<file path="src/logic/sdps_map.svh">
// offsets, field positions, channel count and strapped index bases for strap decode and pin select
`ifndef SDPS_MAP_SVH
`define SDPS_MAP_SVH

`define SDPS_TAPE_REG_ADDR     10'h3F3
`define SDPS_FUNC_TAPE_BIT     1
`define SDPS_ADV_XRATE0_BIT    0
`define SDPS_ADV_DTYPE_LO_BIT  1
`define SDPS_ADV_DTYPE_HI_BIT  2
`define SDPS_ADV_XRATE1_BIT    4
`define SDPS_STRAP_FAST_BIT    0
`define SDPS_NUM_CHAN          2
`define SDPS_INDEX_BASE0       16'h0398
`define SDPS_INDEX_BASE1       16'h026E
`define SDPS_INDEX_BASE2       16'h015C
`define SDPS_INDEX_BASE3       16'h002E

`endif

</file>
<file path="src/logic/sdps_pkg.sv">
// types shared by strap decode and pin select
`default_nettype none
package sdps_pkg;
   typedef logic [1:0] sdps_rate_t;
   typedef logic [4:0] sdps_cfg_t;
   typedef logic [1:0] sdps_base_t;
   typedef enum logic [2:0]
   {
      SDPS_ST_RESET = 3'b001,
      SDPS_ST_CAPT  = 3'b010,
      SDPS_ST_RUN   = 3'b100
   } sdps_state_e;
endpackage
`default_nettype wire

</file>
<file path="src/logic/sdps_strap_if.sv">
// strap values passed from the strap latch to the top
`timescale 1ns/1ns
`default_nettype none
interface sdps_strap_if;
   import sdps_pkg::*;
   logic       fast_clk;
   sdps_cfg_t  cfg;
   sdps_base_t base;
   logic       valid;
   modport latch (output fast_clk, output cfg, output base, output valid);
   modport user  (input fast_clk, input cfg, input base, input valid);
endinterface
`default_nettype wire

</file>
<file path="src/logic/sdps_strap_latch.sv">
// captures the power-up straps at reset release
`timescale 1ns/1ns
`default_nettype none
`include "sdps_map.svh"
module sdps_strap_latch
(
   // clock and reset
   input  wire logic        mclk,
   input  wire logic        rst_b,
   // strap pins
   input  wire logic        fast_clock_strap,
   input  wire logic [4:0]  power_up_config_straps,
   input  wire logic [1:0]  base_select_straps,
   // captured values
   sdps_strap_if.latch      sif
);
   import sdps_pkg::*;

   sdps_state_e st_q;
   sdps_state_e st_d;
   logic        fast_q;
   logic        fast_d;
   sdps_cfg_t   cfg_q;
   sdps_cfg_t   cfg_d;
   sdps_base_t  base_q;
   sdps_base_t  base_d;

   // async reset only loads constants; pins sampled on second clock after release
   always_comb
   begin
      st_d   = st_q;
      fast_d = fast_q;
      cfg_d  = cfg_q;
      base_d = base_q;
      case (st_q)
         SDPS_ST_RESET:
         begin
            st_d = SDPS_ST_CAPT;
         end
         SDPS_ST_CAPT:
         begin
            fast_d = fast_clock_strap;
            cfg_d  = power_up_config_straps;
            base_d = base_select_straps;
            st_d   = SDPS_ST_RUN;
         end
         SDPS_ST_RUN:
         begin
            st_d = SDPS_ST_RUN;
         end
         default:
         begin
            st_d = SDPS_ST_RESET;
         end
      endcase
   end

   always_ff @(posedge mclk or negedge rst_b)
   begin
      if (!rst_b)
      begin
         st_q   <= SDPS_ST_RESET;
         fast_q <= 1'b0;
         cfg_q  <= 5'h00;
         base_q <= 2'h0;
      end
      else
      begin
         st_q   <= st_d;
         fast_q <= fast_d;
         cfg_q  <= cfg_d;
         base_q <= base_d;
      end
   end

   assign sif.fast_clk = fast_q;
   assign sif.cfg      = cfg_q;
   assign sif.base     = base_q;
   assign sif.valid    = (st_q == SDPS_ST_RUN);
endmodule
`default_nettype wire

</file>
<file path="src/logic/sdps_uart_pin.sv">
// per-channel serial output pin select
`timescale 1ns/1ns
`default_nettype none
module sdps_uart_pin
(
   // clock and reset
   input  wire logic mclk,
   input  wire logic rst_b,
   // channel controls
   input  wire logic test_mode,
   input  wire logic divisor_latch_access,
   input  wire logic serial_tx_out,
   input  wire logic baud_tap,
   // pin
   output logic      pin_q
);
   logic pin_d;

   always_comb
   begin
      if (test_mode && divisor_latch_access)
         pin_d = baud_tap;
      else
         pin_d = serial_tx_out;
   end

   always_ff @(posedge mclk or negedge rst_b)
   begin
      if (!rst_b)
         pin_q <= 1'b1;
      else
         pin_q <= pin_d;
   end
endmodule
`default_nettype wire

</file>
<file path="src/logic/sdps_top.sv">
// host address qualification, shared pin routing and strap decode
`timescale 1ns/1ns
`default_nettype none
`include "sdps_map.svh"
module sdps_top
(
   // clock and reset
   input  wire logic                 mclk,
   input  wire logic                 rst_b,
   // host bus
   input  wire logic [10:0]          host_addr,
   input  wire logic                 host_io_rd,
   input  wire logic                 host_io_wr,
   input  wire logic                 dma_ack,
   input  wire logic                 addr_decode_inhibit,
   // configuration bits
   input  wire logic [7:0]           function_control_reg,
   input  wire logic [7:0]           advanced_config_reg,
   // floppy rate writes
   input  wire logic                 config_control_wr,
   input  wire logic                 rate_select_wr,
   input  wire logic [1:0]           host_wdata,
   // default pin functions
   input  wire logic                 xrate0_pin_default,
   input  wire logic                 density_select_out,
   input  wire logic                 tape_pin_default,
   input  wire logic                 drive_type_pin_in,
   // serial channels
   input  wire logic                 test_mode,
   input  wire logic [1:0]           divisor_latch_access,
   input  wire logic [1:0]           serial_tx_out,
   input  wire logic [1:0]           baud_tap,
   // straps
   input  wire logic                 fast_clock_strap,
   input  wire logic [4:0]           power_up_config_straps,
   input  wire logic [1:0]           base_select_straps,
   // qualified selects
   output logic                      tape_reg_read_strobe,
   output logic                      index_sel,
   output logic                      data_sel,
   output logic                      dma_cycle,
   // shared pins
   output logic                      tape_pin_out,
   output logic                      tape_pin_oe,
   output logic                      drive_type_in_second,
   output logic [1:0]                primary_rate_outputs,
   output logic [1:0]                extra_rate_outputs,
   output logic                      xrate0_pin,
   output logic                      density_pin,
   output logic [1:0]                baud_tap_output,
   // strap results
   output logic [7:0]                strap_latch_reg,
   output sdps_pkg::sdps_cfg_t       default_config,
   output logic [15:0]               index_base,
   output logic                      straps_valid
);
   import sdps_pkg::*;

   sdps_strap_if sif ();

   function automatic logic [15:0] base_of(input sdps_base_t b);
      case (b)
         2'h0:    base_of = `SDPS_INDEX_BASE0;
         2'h1:    base_of = `SDPS_INDEX_BASE1;
         2'h2:    base_of = `SDPS_INDEX_BASE2;
         default: base_of = `SDPS_INDEX_BASE3;
      endcase
   endfunction

   // index/data decode ignores the top address bit, like the tape port
   function automatic logic addr_hit(input logic [10:0] a, input logic [15:0] b);
      addr_hit = (a[9:0] == b[9:0]);
   endfunction

   function automatic logic dtype_mode(input logic [7:0] func_bits, input logic [7:0] adv_bits);
      dtype_mode = !func_bits[`SDPS_FUNC_TAPE_BIT]
                   && adv_bits[`SDPS_ADV_DTYPE_HI_BIT]
                   && !adv_bits[`SDPS_ADV_DTYPE_LO_BIT];
   endfunction

   // host decode state
   // selects are levels, registered one clock after the request
   logic        strobe_q;
   logic        strobe_d;
   logic        isel_q;
   logic        isel_d;
   logic        dsel_q;
   logic        dsel_d;
   logic        dma_q;
   logic        dma_d;
   logic        io_ok;

   always_comb
   begin
      dma_d = dma_ack;
      io_ok = !addr_decode_inhibit && !dma_ack;
      // 3F3 read decode, bit 10 ignored
      strobe_d = io_ok && host_io_rd && (host_addr[9:0] == `SDPS_TAPE_REG_ADDR);
      // index/data at strapped base
      // selects wait for the straps to settle
      isel_d = io_ok && (host_io_rd || host_io_wr) && sif.valid
               && addr_hit(host_addr, base_of(sif.base));
      dsel_d = io_ok && (host_io_rd || host_io_wr) && sif.valid
               && addr_hit(host_addr, base_of(sif.base) + 16'h0001);
   end

   always_ff @(posedge mclk or negedge rst_b)
   begin
      if (!rst_b)
      begin
         strobe_q <= 1'b0;
         isel_q   <= 1'b0;
         dsel_q   <= 1'b0;
         dma_q    <= 1'b0;
      end
      else
      begin
         strobe_q <= strobe_d;
         isel_q   <= isel_d;
         dsel_q   <= dsel_d;
         dma_q    <= dma_d;
      end
   end

   // rate mirror and pin mux state
   sdps_rate_t  rate_q;
   sdps_rate_t  rate_d;
   logic        tpin_q;
   logic        tpin_d;
   logic        toe_q;
   logic        toe_d;
   logic        drid_q;
   logic        drid_d;
   logic        x0_q;
   logic        x0_d;
   logic        den_q;
   logic        den_d;

   always_comb
   begin
      rate_d = rate_q;
      // last rate write wins
      // rate select wins a same-cycle tie; both carry the same value
      if (rate_select_wr)
         rate_d = host_wdata;
      else if (config_control_wr)
         rate_d = host_wdata;
      // registered outputs: one flop per pin keeps mux changes glitch-free
      // tape strobe on shared pin
      if (function_control_reg[`SDPS_FUNC_TAPE_BIT])
      begin
         tpin_d = strobe_d;
         toe_d  = 1'b1;
      end
      else if (dtype_mode(function_control_reg, advanced_config_reg))
      begin
         // input mode releases the pin to the drive
         tpin_d = 1'b0;
         toe_d  = 1'b0;
      end
      else
      begin
         tpin_d = tape_pin_default;
         toe_d  = 1'b1;
      end
      drid_d = dtype_mode(function_control_reg, advanced_config_reg)
               ? drive_type_pin_in : 1'b0;
      x0_d  = advanced_config_reg[`SDPS_ADV_XRATE0_BIT] ? rate_d[0] : xrate0_pin_default;
      den_d = advanced_config_reg[`SDPS_ADV_XRATE1_BIT] ? rate_d[1] : density_select_out;
   end

   always_ff @(posedge mclk or negedge rst_b)
   begin
      if (!rst_b)
      begin
         rate_q <= 2'h0;
         tpin_q <= 1'b0;
         toe_q  <= 1'b0;
         drid_q <= 1'b0;
         x0_q   <= 1'b0;
         den_q  <= 1'b0;
      end
      else
      begin
         rate_q <= rate_d;
         tpin_q <= tpin_d;
         toe_q  <= toe_d;
         drid_q <= drid_d;
         x0_q   <= x0_d;
         den_q  <= den_d;
      end
   end

   // strap latch
   sdps_strap_latch u_strap
   (
      .mclk                   (mclk),
      .rst_b                  (rst_b),
      .fast_clock_strap       (fast_clock_strap),
      .power_up_config_straps (power_up_config_straps),
      .base_select_straps     (base_select_straps),
      .sif                    (sif)
   );

   // strap result state
   // a second stage keeps every strap output a plain flop
   // valid and base leave together, one clock after the latch reports valid
   logic [7:0]  latch_q;
   logic [7:0]  latch_d;
   sdps_cfg_t   cfg_out_q;
   sdps_cfg_t   cfg_out_d;
   logic [15:0] idx_q;
   logic [15:0] idx_d;
   logic        vld_q;
   logic        vld_d;

   always_comb
   begin
      latch_d   = {7'h00, sif.fast_clk};
      cfg_out_d = sif.cfg;
      idx_d     = base_of(sif.base);
      vld_d     = sif.valid;
   end

   always_ff @(posedge mclk or negedge rst_b)
   begin
      if (!rst_b)
      begin
         latch_q   <= 8'h00;
         cfg_out_q <= 5'h00;
         idx_q     <= 16'h0000;
         vld_q     <= 1'b0;
      end
      else
      begin
         latch_q   <= latch_d;
         cfg_out_q <= cfg_out_d;
         idx_q     <= idx_d;
         vld_q     <= vld_d;
      end
   end

   // serial pins
   // one pin per channel, each idles at transmit high from reset
   genvar ch;
   generate
      for (ch = 0; ch < `SDPS_NUM_CHAN; ch = ch + 1)
      begin : g_ser
         sdps_uart_pin u_pin
         (
            .mclk                 (mclk),
            .rst_b                (rst_b),
            .test_mode            (test_mode),
            .divisor_latch_access (divisor_latch_access[ch]),
            .serial_tx_out        (serial_tx_out[ch]),
            .baud_tap             (baud_tap[ch]),
            .pin_q                (baud_tap_output[ch])
         );
      end
   endgenerate

   assign tape_reg_read_strobe = strobe_q;
   assign index_sel            = isel_q;
   assign data_sel             = dsel_q;
   assign dma_cycle            = dma_q;
   assign tape_pin_out         = tpin_q;
   assign tape_pin_oe          = toe_q;
   assign drive_type_in_second = drid_q;
   assign primary_rate_outputs = rate_q;
   assign extra_rate_outputs   = rate_q;
   assign xrate0_pin           = x0_q;
   assign density_pin          = den_q;
   assign strap_latch_reg      = latch_q;
   assign default_config       = cfg_out_q;
   assign index_base           = idx_q;
   assign straps_valid         = vld_q;
endmodule
`default_nettype wire

</file>
<file path="config.mk">
export PLATFORM = sky130hd
export DESIGN_NAME = sdps_top
export DESIGN_NICKNAME = d
export VERILOG_FILES = /design/src/logic/sdps_pkg.sv /design/src/logic/sdps_strap_if.sv /design/src/logic/sdps_strap_latch.sv /design/src/logic/sdps_uart_pin.sv /design/src/logic/sdps_top.sv
export VERILOG_INCLUDE_DIRS = /design/src /design/src/logic
export SDC_FILE = /design/constraint.sdc
export NUM_CORES = 1
export LEC_CHECK = 0
export ABC_AREA = 0
export BUFFER_PORTS_ARGS = -buffer_cell sky130_fd_sc_hd__buf_2
export CELL_PAD_IN_SITES_DETAIL_PLACEMENT = 1
export CELL_PAD_IN_SITES_GLOBAL_PLACEMENT = 1
export CORE_AREA = 2 2 79 81
export DETAILED_ROUTE_END_ITERATION = 12
export DIE_AREA = 0 0 81 83
export PLACE_DENSITY = 0.74
export SYNTH_ARGS = -nofsm -noshare
export SYNTH_HDL_FRONTEND = slang
export SYNTH_HIERARCHICAL = 1
export SYNTH_SLANG_ARGS = --single-unit
export TNS_END_PERCENT = 5
</file>
<file path="constraint.sdc">
create_clock -name mclk -period 1.6 [get_ports mclk]
set_input_delay 0.48 -clock mclk [delete_from_list [all_inputs] [get_ports mclk]]
set_output_delay 0.48 -clock mclk [all_outputs]
set_load 0.01 [all_outputs]
</file>
# Yosys cells after proc, flatten, opt, wreduce, memory -nomap -nowiden
# Index checks and enable logic that the tools add are counted.
# W data, S select, Z words.
# totals
regBits	47
inputBits	56
word_cells	60
# classes
add_sub_neg	1
n_eq_ne	8
muxes	13
reduce_logical	18
# op_table
cell	n
$pmux W10 S3	1
$eq A10 B10 Y1	2
$logic_and A1 B1 Y1	11
$add A10 B1 Y10 const B	1
$eq A10 B10 Y1 const B	1
$mux W1	9
$pmux W3 S2	1
$logic_not A1 Y1	4
$mux W2	2
$eq A3 B1 Y1 const B	1
$eq A3 B2 Y1 const B	1
$eq A3 B3 Y1 const B	1
$eq A2 B1 Y1 const B	1
$eq A2 B2 Y1 const B	1
$logic_not A2 Y1	1
$reduce_or A2 Y1	1
$logic_or A1 B1 Y1	1

# Longest topological paths before layout
# logic_depth
ltp_word	5
ltp_mapped	6

# Hierarchy
# Netlist, hierarchy kept.
# by_module_without_submodules
module	n_inst	cells_each	area_each_um2
sdps_top	1	91	1089.8
sdps_strap_latch	1	27	430.4
sdps_uart_pin	2	3	45.0

# Worst setup path after synthesis
# No wires, ideal clock.
# synth_path
path_kind	reg-to-reg
start	register u_strap.base_q[1] (netlist: u_strap/sif.base[1])
end	register isel_q (netlist: index_sel)
arrival_ns	1.612
path_slack_ns	-0.098
path_stages_with_launch	7
n_path_buf	0
cell_sequence	dfrtp_1 -> inv_1 -> ha_1 -> nor3b_2 -> a32oi_1 -> or4_4 -> nor3_1
# synth_via
elab_chain_len	4
word_cells_on_any_way	6
cone_classes	eq/ne: 3; mux: 1; reduce/logical: 2
# synth_rtl
item	line_no	text
from (decl)	sdps_strap_latch.sv:25	sdps_base_t base_q;
from (signal assigned)	sdps_strap_latch.sv:72	base_q <= base_d;
$eq A2 B2 Y1, or another cell as far along	--	
$pmux W10 S3 (*)	--	
named net idx_d[7]	sdps_top.sv:213	logic [15:0] idx_d;
$eq A10 B10 Y1 (*)	sdps_top.sv:72	addr_hit = (a[9:0] == b[9:0]);
$logic_and A1 B1 Y1 (*)	sdps_top.sv:102	&& addr_hit(host_addr, base_of(sif.base));
named net isel_d	sdps_top.sv:86	logic isel_d;
to (signal assigned)	sdps_top.sv:119	isel_q <= isel_d;
to (decl)	sdps_top.sv:85	logic isel_q;
# Mark *: on every way through the listed nets, which the timed path passes. The rest lies on a longest branch.
# A chain may end at the register's enable or synchronous reset.

# Final worst setup path
# layout_path
start	register u_strap.base_q[1] (netlist: u_strap/sif.base[1])
end	register dsel_q (netlist: data_sel)
# layout_via
elab_chain_len	5
word_cells_on_any_way	7
cone_classes	add/sub: 1; eq/ne: 3; mux: 1; reduce/logical: 2
# layout_rtl
item	line_no	text
$eq A2 B2 Y1, or another cell as far along	sdps_top.sv:62	case (b)
$pmux W10 S3 (*)	sdps_top.sv:62	
$add A10 B1 Y10 (*)	sdps_top.sv:104	&& addr_hit(host_addr, base_of(sif.base) + 16'h0001);
$eq A10 B10 Y1 (*)	sdps_top.sv:72	
$logic_and A1 B1 Y1 (*)	sdps_top.sv:104	
named net dsel_d	sdps_top.sv:88	logic dsel_d;
to (signal assigned)	sdps_top.sv:120	dsel_q <= dsel_d;
to (decl)	sdps_top.sv:87	logic dsel_q;
# Marks and branches as above.

==> impl_metrics.json <==
{
  "rows": 28,
  "worstPathCellList": "buf_6 > ha_4 > xnor2_2 > a32oi_1 > or4_4 > nor3_2",
  "drc": 0,
  "cp.arrival_ns": 1.87,
  "io-pin-count": 101,
  "synthArstFlopShare_pct": 100.0,
  "critical_path_class": "reg -> reg",
  "ys_types": 29,
  "power.density_mw_per_mm2": 941.4,
  "finalHoldViolations": 0,
  "synthToLayoutAreaGrowth_pct": 41.80,
  "clk_path_buf_depth": 2,
  "syn_area_sq_mm": 0.001610,
  "synth_fa_ha_area_share_pct": 3.108,
  "cts_made_buffers": 5,
  "antennaDiodeCount": 0,
  "route.met3.wl_um": 362,
  "die_w_um": 81,
  "mostFrequentLayoutCells": "buf_2, dfrtp_1, conb_1",
  "synthMuxAreaShare_pct": 10.26,
  "setup_slack_ns": -0.06409,
  "cts_max_level": 2,
  "detail-route-antenna-nets": 0,
  "routedWlPerCell_um": 12.83,
  "fin_skew_ns": 0.006548,
  "slowest_delay_ns": 0.51,
  "largest_reg_flops": 7,
  "max_freq_ghz": 0.6009,
  "die_y_um": 83,
  "setup_tns_ns": -0.1259,
  "peakVddDrop_v": 0.0003206,
  "antenna_found_initial": 0,
  "synth_edf_count": 0,
  "drv_cap": 0,
  "end_kind": "flop",
  "grt_pass1_wl_mm": 5.796,
  "setup_viol": 2,
  "r2r_start": "u_strap/sif.base[1]$_DFFE_PN0N_",
  "synth_compound_gate_area_share_pct": 2.409,
  "drt_iter0_drc": 11,
  "min_path_type": "in -> async",
  "reg2regPathDepth": 6,
  "gp_congestion": 0.7123,
  "syn_avg_cell_area_sq_um": 12.99,
  "root_buffer": "clkbuf_8",
  "dieArea_sq_mm": 0.006723,
  "synth_ff_type": "dfrtp_1",
  "track_usage_pct": 11.37,
  "postSynthCellCount": 124,
  "violations": "negative setup slack",
  "first_global_vias": 1253,
  "routed.top_layer": "met4",
  "critPathSlowestCell": "or4_4",
  "rrSetupSlack_ns": -0.06,
  "slew_viol_final": 0,
  "drtPass1Iterations": 4,
  "wl_met2_mm": 1.991,
  "clk_pin_slew_ns": 0.08,
  "coreArea_sq_mm": 0.005816,
  "synthXorXnorAreaFrac_pct": 3.263,
  "wl_mm": 3.721,
  "cp-start-kind": "flop",
  "cts_sinks": 38,
  "mostFrequentLayoutCell": "buf_2",
  "tritoncts": "done",
  "start_util_pct": 27.69,
  "cp_max_fo": 3,
  "hold_buffers": 0,
  "finalPower_mw": 2.150,
  "vias_per_cell": 4.107,
  "ys_warn_count": 6,
  "portBuffers": 74,
  "synthSimpleGateAreaFrac_pct": 10.96,
  "met1_length_mm": 1.294,
  "dpl.hpwl_mm": 2.992,
  "ys_ff_latch": 38,
  "clock_latency_ns": 0.28,
  "nets": 274,
  "grt_max_degree": 24,
  "rsz0062_at_grt": "true",
  "vias": 1191,
  "worstPathRequired_ns": 1.81,
  "fin_crit_ns": 1.664,
  "drive_above_1_share_pct": 58.60,
  "seq_area_frac_synth_pct": 59.29,
  "worstReg2RegEnd": "data_sel$_DFF_PN0_",
  "overflow": 0,
  "p_leak_nw": 1.138,
  "synth_top_family_by_area": "simple AND/OR/NAND/NOR gates",
  "whs_ns": 0.1167,
  "outcome": "complete, but fails checks",
  "post-route-period-util_pct": 104.0
}
## metal layers
metal / vias up / GRT usage [%]
met2: 62 / 20.89
met4: 0 / 4.777
met1: 569 / 11.68
li1: 552 / -
met5: - / 0
met3: 8 / 3.261
## area by class of cell
cell class	count	area, sq um
fillers	677	3532
flip-flops and latches	38	954.7
clock inverters	1	30.03
inverters	8	30.03
clock buffers	7	86.33
well taps	75	93.84
repair buffers	88	491.7
multi-input cells	73	596.8
## power by group
group | total [mW] | internal [mW] | leakage, nW | switching, mW
Clock | 0.829 | 0.508 | 0.0585 | 0.321
Sequential | 1.03 | 1.01 | 0.446 | 0.0169
Combinational | 0.294 | 0.145 | 0.634 | 0.149
Total | 2.15 | 1.66 | 1.14 | 0.487
## synth_stat cells, types with 2 or more instances
cell type,number,area [sq um]
xor2_1,3,26.28
nor3b_1,2,15.01
dfstp_2,3,78.83
dfrtp_1,35,875.8
ha_1,4,50.05
conb_1,2,7.510
nor3_1,2,10.01
nand2_1,5,18.77
inv_1,8,30.03
mux2_2,12,135.1
nor2_1,8,30.03
buf_4,18,135.1
xnor2_1,3,26.28
o21ai_0,2,10.01
nand3_1,2,10.01
mux2_4,2,30.03
## logic make-up after synthesis
family,Yosys count
AOI/OAI and AO/OA,6
xor gates and xnor gates,6
adders and majority gates,4
buffers and inverters,26
DFF,38
muxes,14
other,2
and+or+nand+nor,28
## through the flow
| step | worst slack [ns] | utilization, % | std cells | cell area, sq um |
|---|---|---|---|---|
| 2_1_floorplan | -0.01917 | - | 137 | 1682 |
| 3_3_place_gp | -0.06645 | 36.21 | 279 | 2106 |
| 3_5_place_dp | -0.08584 | 36.21 | 279 | 2106 |
| 4_1_cts | -0.07121 | 38.73 | 290 | 2252 |
| 5_1_grt | -0.1405 | 39.26 | 290 | 2283 |
| 6_report | -0.06409 | 39.26 | 290 | 2283 |
## critical path, delay by kind of cell (launching register included)
kind	cells	cell delay [ns]
and+or+nand+nor	2	0.67
DFF	1	0.43
adders and majority gates	1	0.16
buffers and inverters	1	0.14
xor gates and xnor gates	1	0.14
AOI/OAI and AO/OA	1	0.06
## repair_timing
item / 4_1_cts / 5_1_grt
hold endpoints to repair: 0 / 0
setup buffers: 3 / 0
setup endpoints to repair: 2 / 2
gates cloned: 0 / 0
resized for setup: 2 / 6
pin swaps: 4 / 4
## how the worst max path moves through the flow
stage	from	end	slack [ns]	cells past startpoint
5_1_grt	u_strap/sif.base[1]$_DFFE_PN0N_	data_sel$_DFF_PN0_	-0.14	7
3_5_place_dp	u_strap/sif.base[1]$_DFFE_PN0N_	data_sel$_DFF_PN0_	-0.09	6
3_3_place_gp	u_strap/sif.base[0]$_DFFE_PN0N_	index_sel$_DFF_PN0_	-0.07	6
4_1_cts	u_strap/sif.base[1]$_DFFE_PN0N_	data_sel$_DFF_PN0_	-0.07	6
6_report	u_strap/sif.base[1]$_DFFE_PN0N_	data_sel$_DFF_PN0_	-0.06	6
2_1_floorplan	u_strap/sif.base[1]$_DFFE_PN0N_	data_sel$_DFF_PN0_	-0.02	6
Power figures use the tool's default switching activity.
